<file path="config.mk">
export PLATFORM = sky130hd
export DESIGN_NAME = cis_irq_sequencer
export DESIGN_NICKNAME = d
export VERILOG_FILES = /design/src/cis_pkg.sv /design/src/cis_ext_edge.sv /design/src/cis_irq_sequencer.sv
export SDC_FILE = /design/constraint.sdc
export NUM_CORES = 1
export LEC_CHECK = 0
export ABC_AREA = 1
export BUFFER_PORTS_ARGS = -buffer_cell sky130_fd_sc_hd__clkbuf_2
export CAP_MARGIN = 20
export CORE_MARGIN = 3
export CORE_UTILIZATION = 52
export CTS_CLUSTER_SIZE = 12
export DETAILED_ROUTE_END_ITERATION = 10
export PLACE_DENSITY_LB_ADDON = 0.3
export SLEW_MARGIN = 25
export SYNTH_ARGS = -nofsm -noshare
export SYNTH_HDL_FRONTEND = slang
export SYNTH_SLANG_ARGS = --single-unit
</file>
<file path="constraint.sdc">
create_clock -name clk_i -period 3 [get_ports clk_i]
set_clock_uncertainty 0.2 [all_clocks]
set_input_delay 0.3 -clock clk_i [delete_from_list [all_inputs] [get_ports clk_i]]
set_output_delay 0.3 -clock clk_i [all_outputs]
set_load 0.05 [all_outputs]
</file>
<file path="src/cis_pkg.sv">
// Overview of operation
// any reset leaves servicing disabled
// redirect needs global, own, group enables; the pin source redirects without the group enable
// flags set regardless of any enable
// entry flushes, clears enable, pushes, saves, vectors
// events during handler only set flags
// pending event served once enable returns
// return pops, restores context, sets enable
// handler polls and clears flags before return
// synchronous latency three or four cycles
// asynchronous latency three to five cycles
// latency independent of instruction length
// pin flag set Q4-Q1, sampled Q1
// software enables sources before sleeping
// wake vectors if enabled, else continues
// instruction after sleep executes before handler
// edge select one rising, zero falling
// selected edge sets pin flag, may redirect
// entry copies core context into shadows
// exit restores context from shadow copies
// shadows readable and writable in bank 31
// pin synchronised two stages before detection
`default_nettype none

package cis_pkg;

  // bus geometry
  localparam int unsigned ADR_W         = 8;
  localparam int unsigned PC_W          = 15;
  localparam int unsigned SHADOW_N      = 8;

  // register byte offsets
  localparam logic [7:0] OFF_CONTROL    = 8'h00;
  localparam logic [7:0] OFF_PERIPH_EN  = 8'h04;
  localparam logic [7:0] OFF_PERIPH_FLG = 8'h08;
  localparam logic [7:0] OFF_OPTION     = 8'h0C;
  localparam logic [7:0] OFF_SHADOW     = 8'h40;

  // control register fields
  localparam int unsigned BIT_GIE       = 7;
  localparam int unsigned BIT_PERIPHERAL_GROUP_ENABLE      = 6;
  localparam int unsigned BIT_EXT_PIN_IRQ_ENABLE      = 4;
  localparam int unsigned BIT_EXT_PIN_IRQ_FLAG      = 1;
  // option register field
  localparam int unsigned BIT_EDGE_SEL  = 6;

  // reset values
  localparam logic [7:0] RST_BYTE       = 8'h00;
  localparam logic       RST_EDGE_SEL   = 1'b1;

  // status shadow keeps all but timeout and power-down
  localparam logic [7:0] STATUS_SAVE_MASK = 8'hE7;
  localparam int unsigned SHADOW_STATUS = 1;

  localparam logic [PC_W-1:0] VECTOR_ADDR = 15'h0004;

  // timing
  localparam int unsigned CLK_HZ        = 40_000_000;
  localparam int unsigned Q_PER_CYCLE   = 4;
  localparam logic [1:0]  Q1_PHASE      = 2'h0;

  typedef enum logic [5:0] {
    CIS_IDLE   = 6'b000001,
    CIS_HOLD_A = 6'b000010,
    CIS_HOLD_B = 6'b000100,
    CIS_FLUSH  = 6'b001000,
    CIS_PUSH   = 6'b010000,
    CIS_VEC    = 6'b100000
  } cis_state_t;

endpackage

`default_nettype wire

</file>
<file path="src/cis_ext_edge.sv">
`default_nettype none

module cis_ext_edge (
  input  wire logic clk_i,
  input  wire logic rst_i,
  input  wire logic pin_i,
  input  wire logic rise_sel_i,
  output logic      edge_o
);

  logic sync1_q;
  logic sync2_q;
  logic hist_q;
  logic [1:0] warm_q;
  logic warm_w;

  // two-stage synchroniser then history stage
  always_ff @(posedge clk_i) begin
    if (rst_i) begin
      sync1_q <= 1'b0;
      sync2_q <= 1'b0;
      hist_q  <= 1'b0;
    end else begin
      sync1_q <= pin_i;
      sync2_q <= sync1_q;
      hist_q  <= sync2_q;
    end
  end

  // warm-up after reset, so the pin's idle level never reads as an edge
  always_ff @(posedge clk_i) begin
    if (rst_i) begin
      warm_q <= 2'h0;
    end else if (warm_q != 2'h3) begin
      warm_q <= warm_q + 2'h1;
    end
  end
  assign warm_w = (warm_q == 2'h3);

  // one pulse per selected edge
  always_comb begin
    if (rise_sel_i) begin
      edge_o = warm_w & sync2_q & ~hist_q;
    end else begin
      edge_o = warm_w & ~sync2_q & hist_q;
    end
  end

endmodule

`default_nettype wire

</file>
<file path="src/cis_irq_sequencer.sv">
`default_nettype none

module cis_irq_sequencer
  import cis_pkg::*;
(
  input  wire logic             clk_i,
  input  wire logic             rst_i,
  // classic wishbone slave
  input  wire logic             wb_cyc_i,
  input  wire logic             wb_stb_i,
  input  wire logic             wb_we_i,
  input  wire logic [ADR_W-1:0] wb_adr_i,
  input  wire logic [3:0]       wb_sel_i,
  input  wire logic [31:0]      wb_dat_i,
  output logic      [31:0]      wb_dat_o,
  output logic                  wb_ack_o,
  // event sources
  input  wire logic             ext_pin_i,
  input  wire logic [7:0]       periph_event_i,
  // core sequencer
  input  wire logic             sleep_i,
  input  wire logic             return_from_interrupt_i,
  input  wire logic [7:0]       ctx_w_i,
  input  wire logic [7:0]       ctx_status_i,
  input  wire logic [7:0]       ctx_bsr_i,
  input  wire logic [7:0]       ctx_fsr0l_i,
  input  wire logic [7:0]       ctx_fsr0h_i,
  input  wire logic [7:0]       ctx_fsr1l_i,
  input  wire logic [7:0]       ctx_fsr1h_i,
  input  wire logic [7:0]       ctx_pc_high_latch_i,
  output logic                  q1_o,
  output logic                  flush_o,
  output logic                  push_pc_o,
  output logic                  vector_load_o,
  output logic      [PC_W-1:0]  vector_addr_o,
  output logic                  restore_o,
  output logic                  wake_o,
  output logic      [7:0]       ctx_w_o,
  output logic      [7:0]       ctx_status_o,
  output logic      [7:0]       ctx_bsr_o,
  output logic      [7:0]       ctx_fsr0l_o,
  output logic      [7:0]       ctx_fsr0h_o,
  output logic      [7:0]       ctx_fsr1l_o,
  output logic      [7:0]       ctx_fsr1h_o,
  output logic      [7:0]       ctx_pc_high_latch_o
);

  cis_state_t  state_q;
  logic [1:0]  phase_q;
  logic        q1_w;
  logic        gie_q;
  logic        peripheral_group_enable_q;
  logic        ext_pin_irq_enable_q;
  logic        ext_pin_irq_flag_q;
  logic        edge_sel_q;
  logic [7:0]  pen_q;
  logic [7:0]  pflag_q;
  logic [7:0]  shadow_q [SHADOW_N];
  logic [7:0]  ctx_in [SHADOW_N];
  logic        sleep_q;
  logic        sleep_fall_w;
  logic        ext_edge_w;
  logic        periph_hit_w;
  logic        ext_hit_w;
  logic        any_hit_w;
  logic        enter_w;
  logic        wr_w;
  logic [7:0]  rd_w;
  logic [7:0]  wbyte_w;

  // register hit by word address
  function automatic logic hit(input logic [ADR_W-1:0] adr, input logic [7:0] off);
    hit = (adr[ADR_W-1:2] == off[ADR_W-1:2]);
  endfunction

  // external pin edge detect
  cis_ext_edge u_ext_edge (
    .clk_i      (clk_i),
    .rst_i      (rst_i),
    .pin_i      (ext_pin_i),
    .rise_sel_i (edge_sel_q),
    .edge_o     (ext_edge_w)
  );

  // context inputs gathered for the shadow loop
  assign ctx_in[0] = ctx_w_i;
  assign ctx_in[1] = ctx_status_i & STATUS_SAVE_MASK;
  assign ctx_in[2] = ctx_bsr_i;
  assign ctx_in[3] = ctx_fsr0l_i;
  assign ctx_in[4] = ctx_fsr0h_i;
  assign ctx_in[5] = ctx_fsr1l_i;
  assign ctx_in[6] = ctx_fsr1h_i;
  assign ctx_in[7] = ctx_pc_high_latch_i;

  // restore values straight from the shadow flops
  assign ctx_w_o      = shadow_q[0];
  assign ctx_status_o = shadow_q[1];
  assign ctx_bsr_o    = shadow_q[2];
  assign ctx_fsr0l_o  = shadow_q[3];
  assign ctx_fsr0h_o  = shadow_q[4];
  assign ctx_fsr1l_o  = shadow_q[5];
  assign ctx_fsr1h_o  = shadow_q[6];
  assign ctx_pc_high_latch_o = shadow_q[7];

  // quarter-phase divider, q1 is a one-cycle enable
  always_ff @(posedge clk_i) begin
    if (rst_i) begin
      phase_q <= Q1_PHASE;
    end else begin
      phase_q <= phase_q + 2'h1;
    end
  end
  assign q1_w = (phase_q == Q1_PHASE);

  always_ff @(posedge clk_i) begin
    if (rst_i) begin
      q1_o <= 1'b0;
    end else begin
      q1_o <= q1_w;
    end
  end

  // enable gating and entry decision
  assign periph_hit_w = peripheral_group_enable_q & (|(pflag_q & pen_q));
  assign ext_hit_w    = ext_pin_irq_enable_q & ext_pin_irq_flag_q;
  assign any_hit_w    = periph_hit_w | ext_hit_w;
  assign sleep_fall_w = sleep_q & ~sleep_i;
  assign enter_w      = (state_q == CIS_IDLE) & q1_w & gie_q & any_hit_w
                        & ~sleep_i & ~sleep_fall_w;

  // bus access: write lands on the ack edge, low byte lane
  assign wr_w    = wb_cyc_i & wb_stb_i & wb_we_i & wb_ack_o & wb_sel_i[0];
  assign wbyte_w = wb_dat_i[7:0];

  // sleep edge tracking
  always_ff @(posedge clk_i) begin
    if (rst_i) begin
      sleep_q <= 1'b0;
    end else begin
      sleep_q <= sleep_i;
    end
  end

  // entry sequencer, one step per instruction cycle
  always_ff @(posedge clk_i) begin
    if (rst_i) begin
      state_q <= CIS_IDLE;
    end else begin
      case (state_q)
        CIS_IDLE: begin
          if (sleep_fall_w) begin
            state_q <= CIS_HOLD_A;
          end else if (enter_w) begin
            state_q <= CIS_FLUSH;
          end
        end
        CIS_HOLD_A: begin
          if (q1_w) begin
            state_q <= CIS_HOLD_B;
          end
        end
        CIS_HOLD_B: begin
          if (q1_w) begin
            state_q <= CIS_IDLE;
          end
        end
        CIS_FLUSH: begin
          if (q1_w) begin
            state_q <= CIS_PUSH;
          end
        end
        CIS_PUSH: begin
          if (q1_w) begin
            state_q <= CIS_VEC;
          end
        end
        CIS_VEC: begin
          if (q1_w) begin
            state_q <= CIS_IDLE;
          end
        end
        default: begin
          state_q <= CIS_IDLE;
        end
      endcase
    end
  end

  // core strobes: entry strobes one cycle each, four cycles apart; restore_o follows the return input
  always_ff @(posedge clk_i) begin
    if (rst_i) begin
      flush_o       <= 1'b0;
      push_pc_o     <= 1'b0;
      vector_load_o <= 1'b0;
      vector_addr_o <= '0;
      restore_o     <= 1'b0;
    end else begin
      flush_o       <= enter_w;
      push_pc_o     <= (state_q == CIS_FLUSH) & q1_w;
      vector_load_o <= (state_q == CIS_PUSH) & q1_w;
      vector_addr_o <= VECTOR_ADDR;
      restore_o     <= return_from_interrupt_i;
    end
  end

  // wake request ignores the global enable
  always_ff @(posedge clk_i) begin
    if (rst_i) begin
      wake_o <= 1'b0;
    end else begin
      wake_o <= sleep_i & any_hit_w;
    end
  end

  // global enable: entry clears, return sets
  always_ff @(posedge clk_i) begin
    if (rst_i) begin
      gie_q <= 1'b0;
    end else if (enter_w) begin
      gie_q <= 1'b0;
    end else if (return_from_interrupt_i) begin
      gie_q <= 1'b1;
    end else if (wr_w && hit(wb_adr_i, OFF_CONTROL)) begin
      gie_q <= wbyte_w[BIT_GIE];
    end
  end

  // enables and edge select
  always_ff @(posedge clk_i) begin
    if (rst_i) begin
      peripheral_group_enable_q     <= 1'b0;
      ext_pin_irq_enable_q     <= 1'b0;
      pen_q      <= RST_BYTE;
      edge_sel_q <= RST_EDGE_SEL;
    end else if (wr_w) begin
      if (hit(wb_adr_i, OFF_CONTROL)) begin
        peripheral_group_enable_q <= wbyte_w[BIT_PERIPHERAL_GROUP_ENABLE];
        ext_pin_irq_enable_q <= wbyte_w[BIT_EXT_PIN_IRQ_ENABLE];
      end
      if (hit(wb_adr_i, OFF_PERIPH_EN)) begin
        pen_q <= wbyte_w;
      end
      if (hit(wb_adr_i, OFF_OPTION)) begin
        edge_sel_q <= wbyte_w[BIT_EDGE_SEL];
      end
    end
  end

  // flags: hardware set wins over a software clear
  always_ff @(posedge clk_i) begin
    if (rst_i) begin
      ext_pin_irq_flag_q  <= 1'b0;
      pflag_q <= RST_BYTE;
    end else begin
      if (wr_w && hit(wb_adr_i, OFF_CONTROL)) begin
        ext_pin_irq_flag_q <= wbyte_w[BIT_EXT_PIN_IRQ_FLAG] | ext_edge_w;
      end else if (ext_edge_w) begin
        ext_pin_irq_flag_q <= 1'b1;
      end
      if (wr_w && hit(wb_adr_i, OFF_PERIPH_FLG)) begin
        pflag_q <= wbyte_w | periph_event_i;
      end else begin
        pflag_q <= pflag_q | periph_event_i;
      end
    end
  end

  // shadow copies: entry save, bank 31 access
  always_ff @(posedge clk_i) begin
    if (rst_i) begin
      for (int k = 0; k < SHADOW_N; k++) begin
        shadow_q[k] <= RST_BYTE;
      end
    end else begin
      for (int k = 0; k < SHADOW_N; k++) begin
        if (enter_w) begin
          shadow_q[k] <= ctx_in[k];
        end else if (wr_w && (wb_adr_i[ADR_W-1:2] == (OFF_SHADOW[ADR_W-1:2] + 6'(k)))) begin
          shadow_q[k] <= wbyte_w;
        end
      end
    end
  end

  // read mux, unmapped reads zero
  always_comb begin
    rd_w = 8'h00;
    if (hit(wb_adr_i, OFF_CONTROL)) begin
      rd_w[BIT_GIE]  = gie_q;
      rd_w[BIT_PERIPHERAL_GROUP_ENABLE] = peripheral_group_enable_q;
      rd_w[BIT_EXT_PIN_IRQ_ENABLE] = ext_pin_irq_enable_q;
      rd_w[BIT_EXT_PIN_IRQ_FLAG] = ext_pin_irq_flag_q;
    end else if (hit(wb_adr_i, OFF_PERIPH_EN)) begin
      rd_w = pen_q;
    end else if (hit(wb_adr_i, OFF_PERIPH_FLG)) begin
      rd_w = pflag_q;
    end else if (hit(wb_adr_i, OFF_OPTION)) begin
      rd_w[BIT_EDGE_SEL] = edge_sel_q;
    end else begin
      for (int k = 0; k < SHADOW_N; k++) begin
        if (wb_adr_i[ADR_W-1:2] == (OFF_SHADOW[ADR_W-1:2] + 6'(k))) begin
          rd_w = shadow_q[k];
        end
      end
    end
  end

  // ack one cycle after the request, data registered with it
  always_ff @(posedge clk_i) begin
    if (rst_i) begin
      wb_ack_o <= 1'b0;
      wb_dat_o <= '0;
    end else begin
      wb_ack_o <= wb_cyc_i & wb_stb_i & ~wb_ack_o;
      wb_dat_o <= {24'h000000, rd_w};
    end
  end
endmodule

`default_nettype wire

</file>
Yosys cells after proc, flatten, opt, wreduce, memory -nomap -nowiden
Memory sizes are Yosys's and may differ from the RTL's.
Index checks and enable logic that the tools add are counted.
Widths: inputs -> output; s select.
{"block": "word_totals", "latchBits": 0, "ram_bits": 64, "reg_bits": 89, "n_memories": 1, "rom_bits": 0, "inputBits": 124}
{"memory": "shadow_q", "words": 8, "word_bits": 8, "rd": 8, "rd_clocked_by_memory_dff": 0, "write_ports": 8, "line": "cis_irq_sequencer.sv:58", "text": "logic [7:0] shadow_q [SHADOW_N];"}
{"block": "op_classes", "n_div": 0, "n_bitwise": 46, "addsub": 2, "n_shift": 0, "n_eq_ne": 24, "muxes": 83, "mul": 0, "order_cmp": 0, "reduce_logical": 22}
{"operator": "$mux 8", "count": 27}
{"operator": "$eq 6x5->1 const B", "count": 9}
{"operator": "$mux 1", "count": 46}
{"operator": "$mux 6", "count": 7}
{"operator": "$pmux 6 s5", "count": 1}
{"operator": "$and 1x1->1", "count": 20}
{"operator": "$eq 6x2->1 const B", "count": 3}
{"operator": "$or 1x1->1", "count": 18}
{"operator": "$or 8x8->8", "count": 2}
{"operator": "$eq 6x1->1 const B", "count": 2}
{"operator": "$logic_and 1x1->1", "count": 10}
{"operator": "$and 8x8->8", "count": 1}
{"operator": "$ne 2x2->1 const B", "count": 4}
{"operator": "$reduce_or 8->1", "count": 1}
{"operator": "$eq 6x3->1 const B", "count": 1}
{"operator": "$eq 6x4->1 const B", "count": 1}
{"operator": "$eq 6x6->1 const B", "count": 1}
{"operator": "$logic_not 6->1", "count": 1}
{"operator": "$reduce_and 2->1", "count": 3}
{"operator": "$reduce_or 2->1", "count": 3}
{"operator": "$not 1->1", "count": 5}
{"operator": "$reduce_and 5->1", "count": 1}
{"operator": "$add 2x1->2 const B", "count": 2}
{"operator": "$reduce_bool 2->1", "count": 2}
{"operator": "6 further kinds", "count": 6}

Longest topological paths before layout
{"block": "depth", "ltp_word": 13, "depth_mapped": 13}

Hierarchy
From an unflattened synthesis, not the netlist that was laid out.
{"block": "unflattened", "cells_unflattened": 733, "hier_area_um2": 5849.4}
{"mod": "cis_irq_sequencer", "cells_per_inst": 708, "n_inst": 1, "seq_area_each_um2": 2842.7, "area_each_um2": 5657.9}
{"mod": "cis_ext_edge", "cells_per_inst": 25, "n_inst": 1, "seq_area_each_um2": 100.1, "area_each_um2": 191.4}

Worst setup path after synthesis
Ideal clock, no wire load.
{"block": "synth_path", "path_kind": "register -> register", "start": "reg wb_ack_o", "end": "mem shadow_q[2][0] (netlist: shadow_q[0][16]), enable pin", "path_slack_ns": 0.729, "arrival_ns": 1.687, "period_less_slack_ns": 2.271, "path_stages_with_launch": 5, "required_ns": 2.416, "cell_sequence": "dfxtp_1 inv_1 nor2_1 nand3_2 o21ai_0"}
{"element": "start, declared", "line": "cis_irq_sequencer.sv:16", "text": "output logic wb_ack_o,"}
{"element": "start signal, assigned", "line": "cis_irq_sequencer.sv:314", "text": "wb_ack_o <= wb_cyc_i & wb_stb_i & ~wb_ack_o;"}
{"element": "end, declared", "line": "cis_irq_sequencer.sv:58"}

==> flow_summary_export.csv <==
group,metric,value,unit
outcome,status,"completed",
clock_tree,h-tree-depth,4,
route,drc,0,
sta,fin_crit_sh,95.49,%
sta,setup_viol,0,
min_path,holdPathEnd,"shadow_q[1][25]",
clock_tree,cts-buffers-inserted,17,
power_and_ir_drop,p_leak,3.962,nW
die,initial_core_util,53.46,%
die,pin_count,242,
die,num_rows,38,
min_path,hold_class,"in -> reg",
sta,relSlewSlack,48.12,%
logic_synthesis,syn_inst,729,
logic_synthesis,synth_top_area_share,33.02,%
min_path,hold_depth,3,
finish,seq_area,2943,um2
logic_synthesis,ys_seq_elements,115,
global_route,gr-usage-all-layers,32.33,%
logic_synthesis,synthesis.area_per_instance,7.984,um2
route,vias,6328,
worst_setup_path,cp-start-kind,"primary input",
sta,fin_ws,135.2,ps
route,avgViaCountPerCell,5.441,
worst_setup_path,crit_type,"in -> reg",
clock_tree,numClockSinks,115,
logic_synthesis,synth_area_leaders,"edfxtp_1 (33%), dfxtp_1 (18%), nand2_1 (13%)",
sta,fin_crit,2865,ps
worst_setup_path,r2r_start,"state_q[2]",
min_path,holdCritStartpoint,"wb_dat_i[1]",
global_route,grt_overflow,0,
logic_synthesis,yosysWarnings,0,
finish,layout.nets,1135,
worst_setup_path,critical_path_required,3190,ps
sta,drv_slew,0,
worst_setup_path,path_max_fanout,9,
die,die_h,111.8,um
sta,rsz0062_at_grt,"yes",
finish,syn_to_final_growth,42.07,%
worst_setup_path,critPathLaunch,"wb_cyc_i",
global_route,grt_pass1_vias,6074,
route,avgRoutedWirePerCell,17.56,um
power_and_ir_drop,power.total,4.870,mW
finish,drive_above_1_share,22.80,%
die,die_w,111.8,um
die,die_area,12500,um2
clock_tree,clock_latency,530,ps
route,ant_nets,0,
logic_synthesis,synth.cell_area,5821,um2
place,hpwl,13.68,mm
logic_synthesis,seq_area_frac_synth,50.56,%
sta,worst_pin_slew,773.0,ps
place,gp_congestion,0.9439,
finish,multi_input_area,2365,um2
worst_setup_path,end_kind,"flip-flop",
clock_tree,cts_tree,"built",
logic_synthesis,synth.distinct_cells,34,
sta,hold_viol_final,0,
finish,finalInstanceArea,8269,um2
run,maxCapViolCount,0,
route,dr.pass1.iters,6,
die,core,10890,um2
worst_setup_path,worstPathArrival,3060,ps
place,port_buffers,172,
global_route,antenna_found_initial,1,
clock_tree,cts_max_path_buffers,2,
global_route,grt_max_degree,48,
global_route,grt_pass1_wl,31.57,mm
finish,fin_util,75.95,%
clock_tree,cts-root-buf,"clkbuf_8",
route,wl,20.42,mm
place,place_area,6678,um2
logic_synthesis,yosysTopAreaCell,"edfxtp_1",
worst_setup_path,reg2reg_depth,9,
power_and_ir_drop,peakVddDrop,0.0004130,V
power_and_ir_drop,powerDensity,588.9,nW/um2
place,pre_cts_ws,429.2,ps
sta,clock.fmax,349.1,MHz
clock_tree,path_clk_slew,60,ps
route,drt_iter0_markers,645,
clock_tree,post_cts_resized,0,
worst_setup_path,r2r_setup_slack,170,ps
finish,fillers,747,
worst_setup_path,r2r_end,"shadow_q[0][21]",
## registers in the layout, summed over array words and instances (netlist names), 2 cells and up
register	cells
phase_q	2
wb_dat_o	8
shadow_q	64
pen_q	8
state_q	6
pflag_q	8
u_ext_edge.warm_q	2
## cells in the mapped netlist (all sizes together)
master / n
nand2: 204
nor2: 89
inv: 70
o21ai: 67
edfxtp: 64
dfxtp: 51
buf: 50
a21oi: 41
nand3: 37
nand4: 19
o31ai: 8
or2: 8
nor3: 4
clkbuf: 3
clkinv: 3
ha: 2
a31oi: 1
and2: 1
and3: 1
conb: 1
nand3b: 1
nor4: 1
o211ai: 1
o21a: 1
o311ai: 1
## critical path, stage by stage
cell and delay (ps):
dlygate4sd3_1 540, clkbuf_2 100, nand2_1 60, nor2_1 110, nand3_2 250, clkinv_1 290, nand3_1 160, nor2_1 450
nand2_1 130, nand2_1 100, dlygate4sd3_1 560
## through the flow
step | setup TNS (ps) | hold WS (ps) | std cells
finish | 0 | 21.79 | 1163
detailed placement | 0 | 197.9 | 1033
global placement | 0 | 190.6 | 1033
CTS | 0 | 11.83 | 1162
floorplan | 0 | 188.3 | 766
global route | -32.02 | 28.33 | 1163
## cell usage in the layout, fill, tap and decap left out, types with 6 or more instances in the layout
cell           count
a21oi_1           41
o21ai_0           61
dfxtp_1           51
conb_1            38
nor2_2             6
nor2_1            80
buf_4              8
clkbuf_2         172
nand3_1           36
or2_2              8
nand2_1          204
inv_1             70
nand4_1           18
dlygate4sd3_1     97
clkbuf_16         16
edfxtp_1          64
o31ai_1            8
## what timing repair did
action / in CTS / in global routing
hold endpoints to repair: 80 / 0
hold buffers: 97 / 0
endpoints found under the setup margin: 0 / 3
setup buffers: 0 / 0
## worst max path at each step
stage / to / cells after the start
global placement: shadow_q[1][16] / 6
CTS: shadow_q[1][22] / 11
floorplan: shadow_q[0][16] / 4
global route: shadow_q[1][19] / 11
detailed placement: shadow_q[1][22] / 6
finish: shadow_q[1][22] / 11
## logic make-up after synthesis
family                   count (synthesis)  share of synthesized area (%)
flip-flops                             115                          50.56
AND/OR/NAND/NOR                        365                          26.76
buffers and inverters                  126                          11.29
adder cells (fa/ha/maj)                  2                         0.4299
other                                    1                        0.06443
AO/OA/AOI/OAI                          120                          10.90
## power breakdown
group          switching (mW)  internal [mW]
Combinational           0.633          0.271
Clock                   0.773           1.36
Sequential             0.0764           1.76
Total                    1.48           3.39
## layer usage
layer | wire [um] | part of all wire, % | track usage, %
met1 | 7575 | 37 | 41.34
met2 | 9563 | 47 | 52.32
met4 | 739 | 3.6 | 12.57
met3 | 2545 | 12 | 8.913
met5 | 0 | 0 | 0
## layout make-up
type | count | area share (%)
Inverter | 73 | 3.314
Antenna cell | 1 | 0.03026
Clock buffer | 17 | 5.008
Tap cell | 140 | 2.118
Clock inverter | 15 | 2.466
Multi-Input combinational cell | 525 | 28.60
Timing Repair Buffer | 277 | 22.88
Sequential cell | 115 | 35.59
(Power assumes the default switching activity.)
